$ cat config.mk
export PLATFORM = sky130hd
export DESIGN_NAME = pwrst_regs
export DESIGN_NICKNAME = d
export VERILOG_FILES = /design/src/common/pwrst_pkg.sv /design/src/verilog/pwrst_regs.sv /design/src/verilog/pwrst_decimator.sv
export VERILOG_INCLUDE_DIRS = /design/src /design/src/common
export SDC_FILE = /design/constraint.sdc
export NUM_CORES = 1
export LEC_CHECK = 0
export ABC_CLOCK_PERIOD_IN_PS = 1700
export BUFFER_PORTS_ARGS = -buffer_cell sky130_fd_sc_hd__buf_2
export CAP_MARGIN = 20
export CORE_MARGIN = 2
export CORE_UTILIZATION = 48
export DETAILED_ROUTE_END_ITERATION = 8
export PLACE_DENSITY = 0.88
export SLEW_MARGIN = 20
export SYNTH_ARGS = -nofsm -noshare
export SYNTH_HDL_FRONTEND = slang
export SYNTH_SLANG_ARGS = --single-unit
$ cat constraint.sdc
create_clock -name clock_in -period 1.7 [get_ports clock_in]
set_clock_uncertainty 0.15 [all_clocks]
set_input_delay 0.17 -clock clock_in [delete_from_list [all_inputs] [get_ports clock_in]]
set_output_delay 0.17 -clock clock_in [all_outputs]
set_load 0.05 [all_outputs]
$ cat src/common/pwrst_consts.svh
`ifndef PWRST_CONSTS_SVH
`define PWRST_CONSTS_SVH

// Subaddresses
`define PWRST_PM_ADDR          8'h0f
`define PWRST_STATUS_ADDR      8'h10

// Power management field positions
`define PWRST_PM_SAVE_LSB      0
`define PWRST_PM_PRIO_BIT      2
`define PWRST_PM_REF_BIT       3
`define PWRST_PM_CG_BIT        4
`define PWRST_PM_FULLPD_BIT    5
`define PWRST_PM_REACQ_BIT     6
`define PWRST_PM_RESET_BIT     7

// Reset and default values
`define PWRST_PM_RESET         8'h00
`define PWRST_STATUS_RESET     8'h00
`define PWRST_UNMAPPED_READ    8'h00
`define PWRST_SKIP_RESET       4'h0

// Self-clearing bits last this many clock cycles
`define PWRST_SELF_CLEAR_CYCLES 1

`endif

$ cat src/common/pwrst_pkg.sv
package pwrst_pkg;

	typedef enum logic [1:0] {
		PWRST_SAVE_FULL      = 2'h0,
		PWRST_SAVE_COMPOSITE = 2'h1,
		PWRST_SAVE_DIGITAL   = 2'h2,
		PWRST_SAVE_DEEP      = 2'h3
	} pwrst_save_t;

	typedef enum logic [1:0] {
		PWRST_TD_FRAME_EVEN = 2'h0,
		PWRST_TD_FRAME_ODD  = 2'h1,
		PWRST_TD_EVEN_ONLY  = 2'h2,
		PWRST_TD_ODD_ONLY   = 2'h3
	} pwrst_td_pattern_t;

	typedef struct packed {
		logic       core_reset;
		logic       timing_reacquire;
		logic       full_powerdown;
		logic       clock_generator_sleep;
		logic       reference_sleep;
		logic       powerdown_priority;
		pwrst_save_t power_save_select;
	} pwrst_pm_t;

	typedef struct packed {
		logic colour_kill;
		logic white_peak;
		logic adc_overflow;
		logic adc_underflow;
		logic field_50hz;
		logic subcarrier_lock;
		logic lost_lock;
		logic in_lock;
	} pwrst_status_t;

	typedef struct packed {
		logic              enable;
		pwrst_td_pattern_t pattern;
		logic [3:0]        skip_count;
	} pwrst_td_cfg_t;

endpackage

$ cat src/verilog/pwrst_regs.sv
`timescale 1ns/1ps
`include "pwrst_consts.svh"

module pwrst_regs
	import pwrst_pkg::*;
(
	input  wire logic          clock_in,                // Core clock, 25 MHz
	input  wire logic          rstn_in,                 // Async reset, active low
	input  wire logic [7:0]    reg_addr_in,             // Subaddress from host interface
	input  wire logic [7:0]    reg_wdata_in,            // Write data
	input  wire logic          reg_wr_in,               // Write strobe, one cycle
	input  wire logic          reg_rd_in,               // Read strobe, one cycle
	input  wire logic          powerdown_pin_in,        // Powerdown pin, async
	input  wire logic          reacquire_pin_in,        // Reacquire pin, async
	input  wire logic          lock_in,                 // Decoder in lock
	input  wire logic          subcarrier_lock_in,      // Subcarrier locked
	input  wire logic          field_50hz_in,           // 50 Hz field rate detected
	input  wire logic          adc_underflow_in,        // ADC underflow condition
	input  wire logic          adc_overflow_in,         // ADC overflow condition
	input  wire logic          white_peak_in,           // White peak limiting active
	input  wire logic          colour_kill_in,          // Colour kill active
	input  wire pwrst_td_cfg_t td_cfg_in,               // Decimation settings
	input  wire logic          field_start_in,          // Pulse at each field start
	input  wire logic          field_odd_in,            // Parity of starting field
	output logic [7:0]         reg_rdata_out,           // Read data, valid after strobe
	output logic [1:0]         power_save_select_out,   // Current power mode field
	output logic               adc_main_enable_out,     // Composite ADC powered
	output logic               adc_aux_enable_out,      // Second ADC powered
	output logic               analog_enable_out,       // Analog front end powered
	output logic               core_powerdown_out,      // Digital core powered down
	output logic               pads_disable_out,        // Input pads disabled
	output logic               clock_stop_out,          // Core clock stopped
	output logic               reference_sleep_out,     // Analog reference asleep
	output logic               clock_generator_sleep_out, // Line clock generator asleep
	output logic               reacquire_out,           // Reacquire pulse
	output logic               core_reset_out,          // Core reset pulse
	output logic               host_if_reset_out,       // Host interface reset pulse
	output logic               field_valid_out          // Current field is output
);

	pwrst_pm_t     pm_reg;
	pwrst_status_t status_reg;
	logic          lost_lock_reg;
	logic [1:0]    pd_sync_reg;
	logic [1:0]    rq_sync_reg;
	logic          rq_prev_reg;
	logic          pm_wr;
	logic          status_rd;
	logic          powerdown_eff;
	logic          lost_event;

	assign pm_wr      = reg_wr_in && (reg_addr_in == `PWRST_PM_ADDR);
	assign status_rd  = reg_rd_in && (reg_addr_in == `PWRST_STATUS_ADDR);
	assign lost_event = !lock_in;

	// Pins cross into the clock domain through two flops
	always_ff @(posedge clock_in or negedge rstn_in)
	begin
		if (!rstn_in)
		begin
			pd_sync_reg <= 2'h0;
			rq_sync_reg <= 2'h0;
			rq_prev_reg <= 1'b0;
		end
		else
		begin
			pd_sync_reg <= {pd_sync_reg[0], powerdown_pin_in};
			rq_sync_reg <= {rq_sync_reg[0], reacquire_pin_in};
			rq_prev_reg <= rq_sync_reg[1];
		end
	end

	// Power management register; writes to the status address land nowhere
	always_ff @(posedge clock_in or negedge rstn_in)
	begin
		if (!rstn_in)
			pm_reg <= pwrst_pm_t'(`PWRST_PM_RESET);
		else if (pm_wr)
			pm_reg <= pwrst_pm_t'(reg_wdata_in);
		else
		begin
			pm_reg.timing_reacquire <= 1'b0;
			pm_reg.core_reset       <= 1'b0;
		end
	end

	// Bit priority decides whether the pin or the register bit wins
	assign powerdown_eff = pm_reg.powerdown_priority ? pm_reg.full_powerdown
		: pd_sync_reg[1];

	always_ff @(posedge clock_in or negedge rstn_in)
	begin
		if (!rstn_in)
		begin
			core_powerdown_out <= 1'b0;
			pads_disable_out   <= 1'b0;
			clock_stop_out     <= 1'b0;
		end
		else
		begin
			core_powerdown_out <= powerdown_eff;
			pads_disable_out   <= powerdown_eff;
			clock_stop_out     <= powerdown_eff;
		end
	end

	// Power mode decode
	always_ff @(posedge clock_in or negedge rstn_in)
	begin
		if (!rstn_in)
		begin
			power_save_select_out <= 2'h0;
			adc_main_enable_out   <= 1'b1;
			adc_aux_enable_out    <= 1'b1;
			analog_enable_out     <= 1'b1;
		end
		else
		begin
			power_save_select_out <= pm_reg.power_save_select;
			case (pm_reg.power_save_select)
				PWRST_SAVE_FULL:
				begin
					adc_main_enable_out <= 1'b1;
					adc_aux_enable_out  <= 1'b1;
					analog_enable_out   <= 1'b1;
				end
				PWRST_SAVE_COMPOSITE:
				begin
					adc_main_enable_out <= 1'b1;
					adc_aux_enable_out  <= 1'b0;
					analog_enable_out   <= 1'b1;
				end
				PWRST_SAVE_DIGITAL:
				begin
					adc_main_enable_out <= 1'b0;
					adc_aux_enable_out  <= 1'b0;
					analog_enable_out   <= 1'b0;
				end
				default:
				begin
					adc_main_enable_out <= 1'b0;
					adc_aux_enable_out  <= 1'b0;
					analog_enable_out   <= 1'b0;
				end
			endcase
		end
	end

	// Sleep controls
	always_ff @(posedge clock_in or negedge rstn_in)
	begin
		if (!rstn_in)
		begin
			reference_sleep_out       <= 1'b0;
			clock_generator_sleep_out <= 1'b0;
		end
		else
		begin
			reference_sleep_out       <= pm_reg.reference_sleep;
			clock_generator_sleep_out <= pm_reg.clock_generator_sleep;
		end
	end

	// Pulses: written bits last one cycle, pin edge gives the same pulse
	always_ff @(posedge clock_in or negedge rstn_in)
	begin
		if (!rstn_in)
		begin
			reacquire_out     <= 1'b0;
			core_reset_out    <= 1'b0;
			host_if_reset_out <= 1'b0;
		end
		else
		begin
			reacquire_out     <= pm_reg.timing_reacquire
				|| (rq_sync_reg[1] && !rq_prev_reg);
			core_reset_out    <= pm_reg.core_reset;
			host_if_reset_out <= pm_reg.core_reset;
		end
	end

	// Sticky lost lock; a loss in the read cycle survives the clear
	always_ff @(posedge clock_in or negedge rstn_in)
	begin
		if (!rstn_in)
			lost_lock_reg <= 1'b0;
		else if (lost_event)
			lost_lock_reg <= 1'b1;
		else if (status_rd)
			lost_lock_reg <= 1'b0;
	end

	// Live status sampled every cycle; inputs share this clock
	always_ff @(posedge clock_in or negedge rstn_in)
	begin
		if (!rstn_in)
			status_reg <= pwrst_status_t'(`PWRST_STATUS_RESET);
		else
		begin
			status_reg.in_lock         <= lock_in;
			status_reg.subcarrier_lock <= subcarrier_lock_in;
			status_reg.lost_lock       <= 1'b0;
			status_reg.field_50hz      <= field_50hz_in;
			status_reg.adc_underflow   <= adc_underflow_in;
			status_reg.adc_overflow    <= adc_overflow_in;
			status_reg.white_peak      <= white_peak_in;
			status_reg.colour_kill     <= colour_kill_in;
		end
	end

	// Read data registered; held until the next read strobe
	always_ff @(posedge clock_in or negedge rstn_in)
	begin
		if (!rstn_in)
			reg_rdata_out <= `PWRST_UNMAPPED_READ;
		else if (reg_rd_in)
		begin
			if (reg_addr_in == `PWRST_PM_ADDR)
				reg_rdata_out <= pm_reg;
			else if (reg_addr_in == `PWRST_STATUS_ADDR)
				reg_rdata_out <= status_reg | {6'h00, lost_lock_reg, 1'b0};
			else
				reg_rdata_out <= `PWRST_UNMAPPED_READ;
		end
	end

	pwrst_decimator u_decimator (
		.clock_in        (clock_in),
		.rstn_in         (rstn_in),
		.td_cfg_in       (td_cfg_in),
		.field_start_in  (field_start_in),
		.field_odd_in    (field_odd_in),
		.field_valid_out (field_valid_out)
	);

endmodule // pwrst_regs

$ cat src/verilog/pwrst_decimator.sv
`timescale 1ns/1ps
`include "pwrst_consts.svh"

module pwrst_decimator
	import pwrst_pkg::*;
(
	input  wire logic          clock_in,        // Core clock
	input  wire logic          rstn_in,         // Async reset, active low
	input  wire pwrst_td_cfg_t td_cfg_in,       // Decimation settings
	input  wire logic          field_start_in,  // Pulse at each field start
	input  wire logic          field_odd_in,    // Parity of the starting field
	output logic               field_valid_out  // Current field is output
);

	logic [3:0] skip_cnt_reg;
	logic       frame_pass_reg;
	logic       odd_target;
	logic       frame_first;

	function automatic logic pass_now(input logic [3:0] cnt, input logic [3:0] skip);
		pass_now = (cnt == skip);
	endfunction

	// Frame modes: first field of a frame has the chosen start parity
	assign frame_first = (field_odd_in == td_cfg_in.pattern[0]);
	assign odd_target  = td_cfg_in.pattern[0];

	always_ff @(posedge clock_in or negedge rstn_in)
	begin
		if (!rstn_in)
		begin
			skip_cnt_reg    <= `PWRST_SKIP_RESET;
			frame_pass_reg  <= 1'b1;
			field_valid_out <= 1'b1;
		end
		else if (field_start_in)
		begin
			if (!td_cfg_in.enable)
			begin
				skip_cnt_reg    <= `PWRST_SKIP_RESET;
				frame_pass_reg  <= 1'b1;
				field_valid_out <= 1'b1;
			end
			else if (td_cfg_in.pattern[1])
			begin
				// Fields of the other parity always pass
				if (field_odd_in != odd_target)
					field_valid_out <= 1'b1;
				else if (pass_now(skip_cnt_reg, td_cfg_in.skip_count))
				begin
					skip_cnt_reg    <= `PWRST_SKIP_RESET;
					field_valid_out <= 1'b1;
				end
				else
				begin
					skip_cnt_reg    <= skip_cnt_reg + 4'h1;
					field_valid_out <= 1'b0;
				end
			end
			else if (frame_first)
			begin
				if (pass_now(skip_cnt_reg, td_cfg_in.skip_count))
				begin
					skip_cnt_reg    <= `PWRST_SKIP_RESET;
					frame_pass_reg  <= 1'b1;
					field_valid_out <= 1'b1;
				end
				else
				begin
					skip_cnt_reg    <= skip_cnt_reg + 4'h1;
					frame_pass_reg  <= 1'b0;
					field_valid_out <= 1'b0;
				end
			end
			else
				field_valid_out <= frame_pass_reg; // Second field follows its frame
		end
	end

endmodule // pwrst_decimator

== After elaboration in Yosys (flattened, before gate mapping) ==
Index checks and enable logic that the tools add are counted.

* Bits in registers: 44
* Word-level logic and storage cells: 71
* Input bits: 38
* Output and inout bits: 22

* Bitwise gates (word level): 1
* Mux-type cells: 20
* Reductions and logical operators: 9
* Add/sub/neg operators: 1
* Equality and inequality tests: 10

{| class="wikitable"
|+ Operators with widths
! operator !! count
|-
| 2-to-1 mux 4 bit || 5
|-
| 2-to-1 mux 8 bit || 2
|-
| 2-to-1 mux 1 bit || 12
|-
| equality test 8 x 4 -> 1 bit (second input constant) || 1
|-
| equality test 8 x 5 -> 1 bit (second input constant) || 1
|-
| bitwise OR 8 x 2 -> 8 bit || 1
|-
| adder 4 x 1 -> 4 bit (second input constant) || 1
|-
| equality test 4 bit || 1
|-
| logical AND 1 bit || 3
|-
| inequality test 3 x 2 -> 1 bit (second input constant) || 1
|-
| inequality test 3 bit (second input constant) || 1
|-
| AND reduction 3 bit || 1
|-
| equality test 2 x 1 -> 1 bit (second input constant) || 1
|-
| zero test 2 bit || 1
|-
| 2-to-1 mux 2 bit || 1
|-
| inequality test 2 x 1 -> 1 bit (second input constant) || 1
|-
| inequality test 2 bit (second input constant) || 1
|-
| AND reduction 2 bit || 1
|-
| OR reduction 2 bit || 1
|-
| equality test 1 bit || 1
|-
| zero test 1 bit || 1
|-
| logical OR 1 bit || 1
|-
| inequality test 1 bit || 1
|}

== Logic depth before layout (Yosys ltp) ==
Gate-level depths: netlist of run 1.

* Depth in word-level cells: 5
* Depth in mapped cells: 5

== By module ==
A second synthesis of run 1 with hierarchy kept.

* Cells, all modules: 121
* Area, all modules: 1,705.4 µm²

{| class="wikitable"
|+ Modules (own cells, without submodules)
! module !! cells an instance !! times used !! area an instance (µm²) !! sequential area each (µm²)
|-
| pwrst_regs || 84 || 1 || 1,343.8 || 953.4
|-
| pwrst_decimator || 37 || 1 || 361.6 || 152.6
|}

== Worst setup path before layout of run 1 ==
Ideal clock, no wire load.

* Kind: register to register
* Start: register u_decimator.skip_cnt_reg[3]
* End: register u_decimator.skip_cnt_reg[0]
* Arrival: 1.308 ns
* Stages on the path, launching flop included: 5
* Clock period less this slack: 1.583 ns
* Buffers on the path: 0
* Setup slack: 0.117 ns
* Required time: 1.425 ns
* Path through: dfrtp_1 xor2_1 o41ai_2 nor2_2 mux2_2

* Word-level cells in the longest chain between the ends: 5

{| class="wikitable"
|+ RTL lines
! what !! line !! RTL
|-
| from (decl) || pwrst_decimator.sv:15 || <nowiki>logic [3:0] skip_cnt_reg;</nowiki>
|-
| from (signal assigned) || pwrst_decimator.sv:32 || <nowiki>skip_cnt_reg <= `PWRST_SKIP_RESET;</nowiki>
|-
| from (signal assigned) || pwrst_decimator.sv:40 || <nowiki>skip_cnt_reg <= `PWRST_SKIP_RESET;</nowiki>
|-
| from (signal assigned) || pwrst_decimator.sv:51 || <nowiki>skip_cnt_reg <= `PWRST_SKIP_RESET;</nowiki>
|-
| equality test 4 bit * || pwrst_decimator.sv:21 || <nowiki>pass_now = (cnt == skip);</nowiki>
|-
| 2-to-1 mux 4 bit * || pwrst_decimator.sv:49, pwrst_decimator.sv:62 ||
|-
| 2-to-1 mux 4 bit (on tied branches) || pwrst_decimator.sv:60, pwrst_decimator.sv:47 ||
|-
| 2-to-1 mux 4 bit * || pwrst_decimator.sv:44 || <nowiki>else if (td_cfg_in.pattern[1])</nowiki>
|-
| 2-to-1 mux 4 bit * || pwrst_decimator.sv:38 || <nowiki>if (!td_cfg_in.enable)</nowiki>
|}

Mark *: on every way between the ends. The rest lies on a longest branch, timed or not. The select of a mux whose other input is x is not followed.
A chain may end at the register's enable or synchronous reset.

== Worst setup path after layout of run 1 ==
* Start: register u_decimator.skip_cnt_reg[1]
* End: register u_decimator.skip_cnt_reg[0]

Same word-level chain as after synthesis.

==> flow_summary.toml, run 1 <==
[clock_network]
clockBufferDepth = 2
cts-root-buf = "clkbuf_4"
insertion_delay_ps = 360
cts_made_buffers = 5
cts_sinks = 44
cts-htree-levels = 2
cts.repair.resized = 0
cts_tree = "built"
cts.clk_slew.worst_paths_ps = 120

[power]
power.density_nw_per_um2 = 960
p_leak_uw = 0.00120
power_frac_comb = 0.169
max-vdd-ir-drop_uv = 523
p_seq_frac = 0.521
clockPowerShare = 0.309
power.total_uw = 2250
power_switching_uw = 592
power.internal_uw = 1650
switching_share = 0.264

[logic_synthesis]
ys_top_cells_by_area = "dfrtp_1 61%, dfstp_2 6.4%, mux2_2 5.4%"
netlist_instances = 128
synth_area_leader_cell = "dfrtp_1"
synthMuxAreaShare = 0.0545
syn_area_sq_um = 1650
synthSimpleGateAreaFrac = 0.0711
synthArstFlopShare = 1.00
synth_edf_count = 0
ys_ff_latch = 44
synthXorXnorAreaFrac = 0.0265
synth.avg_cell_area_sq_um = 12.9
ys.warnings.count = 0
synth_nets = 167
synthAdderAreaFrac = 0.00756
synth.most_common_cell = "dfrtp_1"
ys_seq_area_frac = 0.669
ys_types = 32
synthTopCellsByCount = "40 x dfrtp_1, 15 x inv_1, 11 x o21ai_0"
synth_compound_area_frac = 0.114
synth_ff_type = "dfrtp_1"
synth_top_area_share = 0.605
synth_top_family_by_area = "compound AO/OA/AOI/OAI gates"

[sta]
setup_viol = 0
report.final.slew_viol_count = 0
period_needed_ps = 1640
finalHoldViolCount = 0
worst_slew_pin_slew_ps = 499
fin_crit_sh = 0.962
slew-limit-headroom = 0.664
fmax_ghz = 0.611

[floorplanning]
io-pin-count = 60
initial_core_util = 0.500
coreArea_sq_um = 3310
row_count = 21
die_area_sq_um = 3930
die_h_um = 62.7
fp.dieW_um = 62.7

[detailed_routing]
postRouteAntennaNets = 0
drt-wirelength-per-cell_um = 14.8
vias = 1298
drt-vias-per-instance = 4.92
drtIter0Drc = 37
drt_wl_total_um = 3900
drc = 0
drtPass1Iterations = 4

[job]
max-cap-violations = 0

[place]
dp_cells = 231
gp_congestion = 0.728
port_buffers = 59
hpwl_um = 2340

[global_route]
grt-ovfl-total = 0
antenna_found_initial = 0
first_global_vias = 1351
grt_max_degree = 29
grt_pass1_wl_um = 6180
grt.total_usage = 0.207

[final_layout]
final_util = 0.707
fin_nets = 256
finalNonFillerCells = 264
nFillCells = 245
regArea_sq_um = 1110
area_growth_pct = 41.5
multi_input_area_sq_um = 453
n_antenna_cell = 0
drive_gt1_frac = 0.417

[critical_path]
crit_chain = "xor2_1, o41ai_2, nor2_2, mux2_2"
crit_required_ps = 1810
cp_max_fo = 4
crit_path_end_kind = "register"
cp_slowest_cell = "o41ai_2"
path_class = "register to register"
cp-start-kind = "register"
arrival_ps = 1740
cp_slowest_stage_delay_ps = 440

[run_status]
status = "complete, no violations"

[min_path]
hold_class = "primary input to register"
## cell families (layout without fill, tap and decap cells)
family	count (synthesis)	after routing
flip-flops	44	44
AND/OR/NAND/NOR	21	21
adder cells (fa/ha/maj)	1	1
AO/OA/AOI/OAI	28	28
multiplexers	8	8
buffers and inverters	21	111
XOR/XNOR	5	5
## power groups by stage
stage          combinational (uW)  sequential (uW)  clock, uW
6_report                      381             1170        695
5_1_grt                       408             1180        743
4_1_cts                       346             1180        702
3_5_place_dp                  304             1200          0
3_3_place_gp                  291             1190          0
2_1_floorplan                 137             1240          0
## metrics by stage
stage	hold slack [ps]	setup WS [ps]	cell area (sq um)	setup TNS [ps]
after detailed placement	-36.3	-39.3	2010	-39.3
after global routing	78.1	-4.15	2340	-4.15
after floorplan	-276	117	1650	0
after CTS	30.4	7.95	2320	0
final	61.6	64.5	2340	0
after global placement	-39.3	53.9	2010	0
## routing by layer
metal / vias up / part of all wire / track usage / routed length [um]
li1: 614 / - / - / -
met1: 629 / 0.39 / 0.226 / 1520
met2: 48 / 0.54 / 0.397 / 2110
met3: 7 / 0.054 / 0.0450 / 212
met4: 0 / 0.015 / 0.0667 / 60
met5: - / 0 / 0 / 0
## worst paths after layout
check | start | endpoint | slack, ps | depth (start not counted)
setup / recovery | u_decimator.skip_cnt_reg[1] | u_decimator.skip_cnt_reg[0] | 60 | 4
hold / removal | td_cfg_in[6] | u_decimator.field_valid_out | 60 | 4
setup reg to reg | u_decimator.skip_cnt_reg[1] | u_decimator.skip_cnt_reg[0] | 60 | 4
hold reg to reg | rq_sync_reg[0] | rq_sync_reg[1] | 210 | 0
max in group asynchronous | rstn_in | pm_reg[3] | 830 | 3
min in group asynchronous | rstn_in | power_save_select_out[1] | 90 | 2
## critical path, delay by kind of cell, from the launching register on
kind / cells / cell delay (ps)
AOI/OAI and AO/OA: 1 / 440
DFF: 1 / 420
muxes: 1 / 270
xor gates and xnor gates: 1 / 160
and+or+nand+nor: 1 / 100
## area by class of cell
class / instances / share of cell area
multi-input combinational: 63 / 0.193
clock inverter: 2 / 0.0166
tap: 46 / 0.0246
sequential: 44 / 0.472
inverter: 15 / 0.0241
timing repair buffer: 88 / 0.247
clock buffer: 6 / 0.0219
## repair_timing
action                                 in CTS  in global routing
hold buffers                               21                  0
endpoints found under the hold margin      72                  0
setup buffers                               1                  3
pin swaps                                   1                  2
setup endpoints to repair                   2                  4
## layout by cell type, fill, tap and decap left out, types with 2 or more instances in the layout
cell,count
buf_2,59
dfrtp_1,40
dlygate4sd3_1,21
inv_1,15
o21ai_0,11
mux2_2,8
a22oi_1,8
buf_4,7
nor2_1,6
clkbuf_4,5
xor2_1,4
dfstp_2,4
nand3_1,2
a21o_1,2
a21oi_1,2
nand2_1,2
nor4_1,2
Power figures use the tool's default switching activity.
==> inputs of run 2 (changes only) <==
==> constraint.sdc (replaced) <==
create_clock -name clock_in -period 1.7 [get_ports clock_in]
set_clock_uncertainty 0.15 [all_clocks]
set_input_delay 0.255 -clock clock_in [delete_from_list [all_inputs] [get_ports clock_in]]
set_output_delay 0.255 -clock clock_in [all_outputs]
set_load 0.05 [all_outputs]
==> run 2 against run 1 <==
  * Flip-flop and latch count stayed put
  * Critical path depth unchanged
  * Register-to-register slack got worse by 40 ps
  * Largest power group unchanged
==> flow_summary.toml, run 2 (same netlist as run 1, synthesis figures left out) <==
[floorplanning]
initial_core_util = 0.500
fp.dieW_um = 62.7
coreArea_sq_um = 3310
io-pin-count = 60
die_area_sq_um = 3930
die_h_um = 62.7
row_count = 21

[clock_network]
cts_made_buffers = 5
cts_tree = "built"
insertion_delay_ps = 340
cts-htree-levels = 2
cts_sinks = 44
clockBufferDepth = 2
cts.clk_slew.worst_paths_ps = 130
cts-root-buf = "clkbuf_4"
cts.repair.resized = 0

[place]
gp_congestion = 0.776
dp_cells = 231
port_buffers = 59
pre_cts_ws_ps = 29.3
hpwl_um = 2270

[power]
p_leak_uw = 0.00117
p_seq_frac = 0.544
max-vdd-ir-drop_uv = 687
switching_share = 0.265
clockPowerShare = 0.301
power_frac_comb = 0.155
power.density_nw_per_um2 = 942
power.internal_uw = 1580
power_switching_uw = 571

[global_route]
first_global_vias = 1348
antenna_found_initial = 0
grt_pass1_wl_um = 5930
grt_max_degree = 45
grt-ovfl-total = 0
grt.total_usage = 0.199

[run_status]
status = "complete, no violations"

[sta]
fmax_ghz = 0.597
final.setup.worst_slack_ps = 24.4
report.final.slew_viol_count = 0
setup_viol = 0
slew-limit-headroom = 0.654
period_needed_ps = 1680
fin_crit_sh = 0.986
grt_setup_unrepaired = "true"
hold_ws_ps = 47.3
worst_slew_pin_slew_ps = 519
finalHoldViolCount = 0

[final_layout]
final_common_cell = "buf_2"
n_antenna_cell = 0
area_growth_pct = 38.2
finalNonFillerCells = 260
layout_common_cells = "59 x buf_2, 40 x dfrtp_1, 20 x dlygate4sd3_1"
drive_gt1_frac = 0.411
nFillCells = 264
fin_nets = 252

[detailed_routing]
drt-vias-per-instance = 4.80
drt-wirelength-per-cell_um = 13.7
postRouteAntennaNets = 0
drc = 0
drtIter0Drc = 37
drtPass1Iterations = 4
vias = 1249
drt_wl_total_um = 3570

[critical_path]
cp_max_fo = 4
cp_slowest_cell = "o41ai_2"
crit_path_end_kind = "register"
crit_chain = "xor2_1, o41ai_2, nor2_2, mux2_2"
arrival_ps = 1780
cp_slowest_stage_delay_ps = 460
crit_required_ps = 1800
path_class = "register to register"
cp-start-kind = "register"

[job]
max-cap-violations = 0

[min_path]
hold_class = "primary input to register"
run 2: changes by cell type in the layout (fill, tap and decap cells not counted), sizes merged:
| cell | before | now |
|---|---|---|
| clkbuf | 6 | 5 |
| clkinvlp | 0 | 1 |
| buf | 67 | 64 |
| dlygate4sd3 | 21 | 20 |
run 2: worst max-delay path: cells and delay by family (launching register included):
kind	cells	cell delay, ps
simple gates	1	110
compound gates	1	460
flops	1	430
mux	1	270
xor+xnor	1	160
run 2: power groups by stage:
stage               combinational (uW)  sequential (uW)  clock [uW]
detailed placement                 293             1190           0
floorplan                          137             1240           0
global route                       369             1180         721
CTS                                328             1170         656
global placement                   285             1190           0
finish                             333             1170         649
run 2: through the flow:
| step | util | TNS [ps] | power, uW | instance area [sq um] |
|---|---|---|---|---|
| detailed placement | 0.604 | 0 | 1490 | 2000 |
| global route | 0.690 | -26.7 | 2270 | 2290 |
| CTS | 0.688 | 0 | 2160 | 2280 |
| global placement | 0.604 | 0 | 1480 | 2000 |
| finish | 0.690 | 0 | 2150 | 2290 |
| floorplan | - | 0 | 1370 | 1650 |
run 2: area by class of cell:
class,count,area [sq um],share of cell area
clock buffers,5,37.5,0.0164
flip-flops and latches,44,1110,0.484
well taps,46,57.6,0.0252
inverters,15,56.3,0.0246
multi-input cells,63,453,0.198
clock inverters,3,42.5,0.0186
repair buffers,84,533,0.233
run 2: final timing paths:
check                           slack [ps]  cells past startpoint                        start                     endpoint
worst max-delay path                    20                      4  u_decimator.skip_cnt_reg[3]  u_decimator.skip_cnt_reg[0]
worst min-delay path                    50                      3                 td_cfg_in[6]  u_decimator.skip_cnt_reg[3]
worst max register to register          20                      4  u_decimator.skip_cnt_reg[3]  u_decimator.skip_cnt_reg[0]
worst min register to register         210                      0               rq_sync_reg[0]               rq_sync_reg[1]
max in group asynchronous              700                      3                      rstn_in   u_decimator.frame_pass_reg
min in group asynchronous              330                      3                      rstn_in     power_save_select_out[1]
run 2: timing repair:
| action | CTS | global route |
|---|---|---|
| endpoints found under the hold margin | 60 | 0 |
| hold buffers | 20 | 0 |
| setup endpoints to repair | 0 | 2 |
| buffers inserted | 0 | 1 |
run 2: per-layer routing:
metal  routed length (um)  track usage  up-vias  part of all wire
met3                  225       0.0595        4             0.063
met5                    0            0        -                 0
met4                   33       0.0639        0            0.0092
li1                     -            -      607                 -
met1                 1460        0.229      581              0.41
met2                 1850        0.356       57              0.52
==> inputs of run 3 (changes only) <==
--- a/config.mk
+++ b/config.mk
@@ -13,6 +13,7 @@
 export CORE_UTILIZATION = 48
 export DETAILED_ROUTE_END_ITERATION = 8
 export PLACE_DENSITY = 0.88
+export REMOVE_ABC_BUFFERS = 1
 export SLEW_MARGIN = 20
 export SYNTH_ARGS = -nofsm -noshare
 export SYNTH_HDL_FRONTEND = slang
==> run 3 against run 2 <==
  * Maximum frequency up 2.5%
  * First-iteration DRC count down 11%
  * Via count up 7.1%
  * Combinational power up 15%
  * Final cell count up 1.2%
  * Sequential power about the same
  * Worst setup slack better by 41 ps
  * Non-clock buffer count up 3
  * Clock-buffer cell count up 1
  * Critical endpoint unchanged
  * Flip-flop and latch count unchanged
  * Utilization up 0.94 points
==> flow_summary.toml, run 3 (same netlist as run 1, synthesis figures left out) <==
[run_status]
status = "complete, no violations"

[sta]
fmax_ghz = 0.612
finalHoldViolCount = 0
report.final.slew_viol_count = 0
fin_tns_setup_ps = 0
slew-limit-headroom = 0.645
period_needed_ps = 1630
grt_setup_unrepaired = "false"
hold_ws_ps = 94.4
worst_slew_pin_slew_ps = 532
fin_crit_sh = 0.962
setup_viol = 0

[final_layout]
multi_input_area_sq_um = 453
final_common_cell = "buf_2"
finalNonFillerCells = 263
fin_nets = 255
n_antenna_cell = 0
layout_common_cells = "59 x buf_2, 40 x dfrtp_1, 20 x dlygate4sd3_1"
nFillCells = 241
area_growth_pct = 40.1
regArea_sq_um = 1110
drive_gt1_frac = 0.415
final_util = 0.700

[critical_path]
arrival_ps = 1730
crit_path_end_kind = "register"
cp_max_fo = 4
cp-start-kind = "register"
crit_chain = "xor2_1, o41ai_2, buf_4, nor2_2, mux2_2"
cp_slowest_stage_delay_ps = 420
crit_required_ps = 1790
cp_slowest_cell = "dfrtp_1"
path_class = "register to register"

[place]
hpwl_um = 2420
gp_congestion = 0.717
dp_cells = 232
port_buffers = 59

[detailed_routing]
postRouteAntennaNets = 0
drtPass1Iterations = 4
drc = 0
drt_wl_total_um = 3750
vias = 1338
drt-vias-per-instance = 5.09
drt-wirelength-per-cell_um = 14.2
drtIter0Drc = 33

[global_route]
antenna_found_initial = 0
first_global_vias = 1411
grt.total_usage = 0.211
grt_max_degree = 25
grt_pass1_wl_um = 6340
grt-ovfl-total = 0

[clock_network]
cts.repair.resized = 0
cts_sinks = 44
cts-root-buf = "clkbuf_4"
insertion_delay_ps = 340
cts_made_buffers = 5
cts_tree = "built"
cts.clk_slew.worst_paths_ps = 120
clockBufferDepth = 2
cts-htree-levels = 2

[job]
max-cap-violations = 0

[min_path]
hold_class = "primary input to register"

[floorplanning]
io-pin-count = 60
die_area_sq_um = 3930
fp.dieW_um = 62.7
row_count = 21
initial_core_util = 0.500
coreArea_sq_um = 3310
die_h_um = 62.7

[power]
power.density_nw_per_um2 = 938
p_leak_uw = 0.00119
max-vdd-ir-drop_uv = 625
## run 3: cell count changes in the layout (fill, tap and decap cells not counted), sizes merged
cell      change
buf           +3
clkinvlp      -1
clkbuf        +1
## run 3: routing by layer
| layer | vias to the layer above | track usage | part of all wire |
|---|---|---|---|
| li1 | 611 | - | - |
| met1 | 657 | 0.251 | 0.39 |
| met2 | 65 | 0.368 | 0.52 |
| met3 | 5 | 0.0541 | 0.080 |
| met4 | 0 | 0.0778 | 0.012 |
| met5 | - | 0 | 0 |
## run 3: layout make-up
type                            instances  share of cell area
Clock buffer                            6              0.0178
Timing Repair Buffer                   87               0.245
Multi-Input combinational cell         63               0.195
Sequential cell                        44               0.477
Tap cell                               46              0.0248
Clock inverter                          2              0.0151
Inverter                               15              0.0243
## run 3: repair_timing
item / 4_1_cts / 5_1_grt
pin swaps: 1 / 0
hold buffers: 20 / 0
endpoints found under the setup margin: 1 / 1
setup buffers: 1 / 2
endpoints found under the hold margin: 39 / 0
## run 3: final timing paths
check | startpoint | slack [ps] | to | depth (start not counted)
worst max-delay path | u_decimator.skip_cnt_reg[1] | 70 | u_decimator.skip_cnt_reg[0] | 5
worst min-delay path | reg_rd_in | 90 | reg_rdata_out[0] | 2
worst max register to register | u_decimator.skip_cnt_reg[1] | 70 | u_decimator.skip_cnt_reg[0] | 5
worst min register to register | pd_sync_reg[0] | 220 | pd_sync_reg[1] | 0
max in group asynchronous | rstn_in | 620 | rq_prev_reg | 3
min in group asynchronous | rstn_in | 280 | pm_reg[5] | 2
## run 3: worst max-delay path: cells and delay by family (launching register included)
family / cells / cell delay (ps)
xor gates and xnor gates: 1 / 170
and+or+nand+nor: 1 / 50
buffers and inverters: 1 / 170
muxes: 1 / 250
AOI/OAI and AO/OA: 1 / 330
DFF: 1 / 420
## run 3: power by group
part           switching [uW]  internal [uW]
registers                45.4           1120
clock network             316            309
logic                     201            181
total                     562           1610
## run 3: per-stage QoR
| stage | instance area, sq um | worst slack (ps) | power [uW] |
|---|---|---|---|
| detailed placement | 2020 | 1.56 | 1520 |
| global placement | 2020 | 45.2 | 1500 |
| global route | 2320 | 7.40 | 2280 |
| floorplan | 1620 | 15.9 | 1370 |
| CTS | 2300 | 23.1 | 2170 |
| finish | 2320 | 65.0 | 2170 |
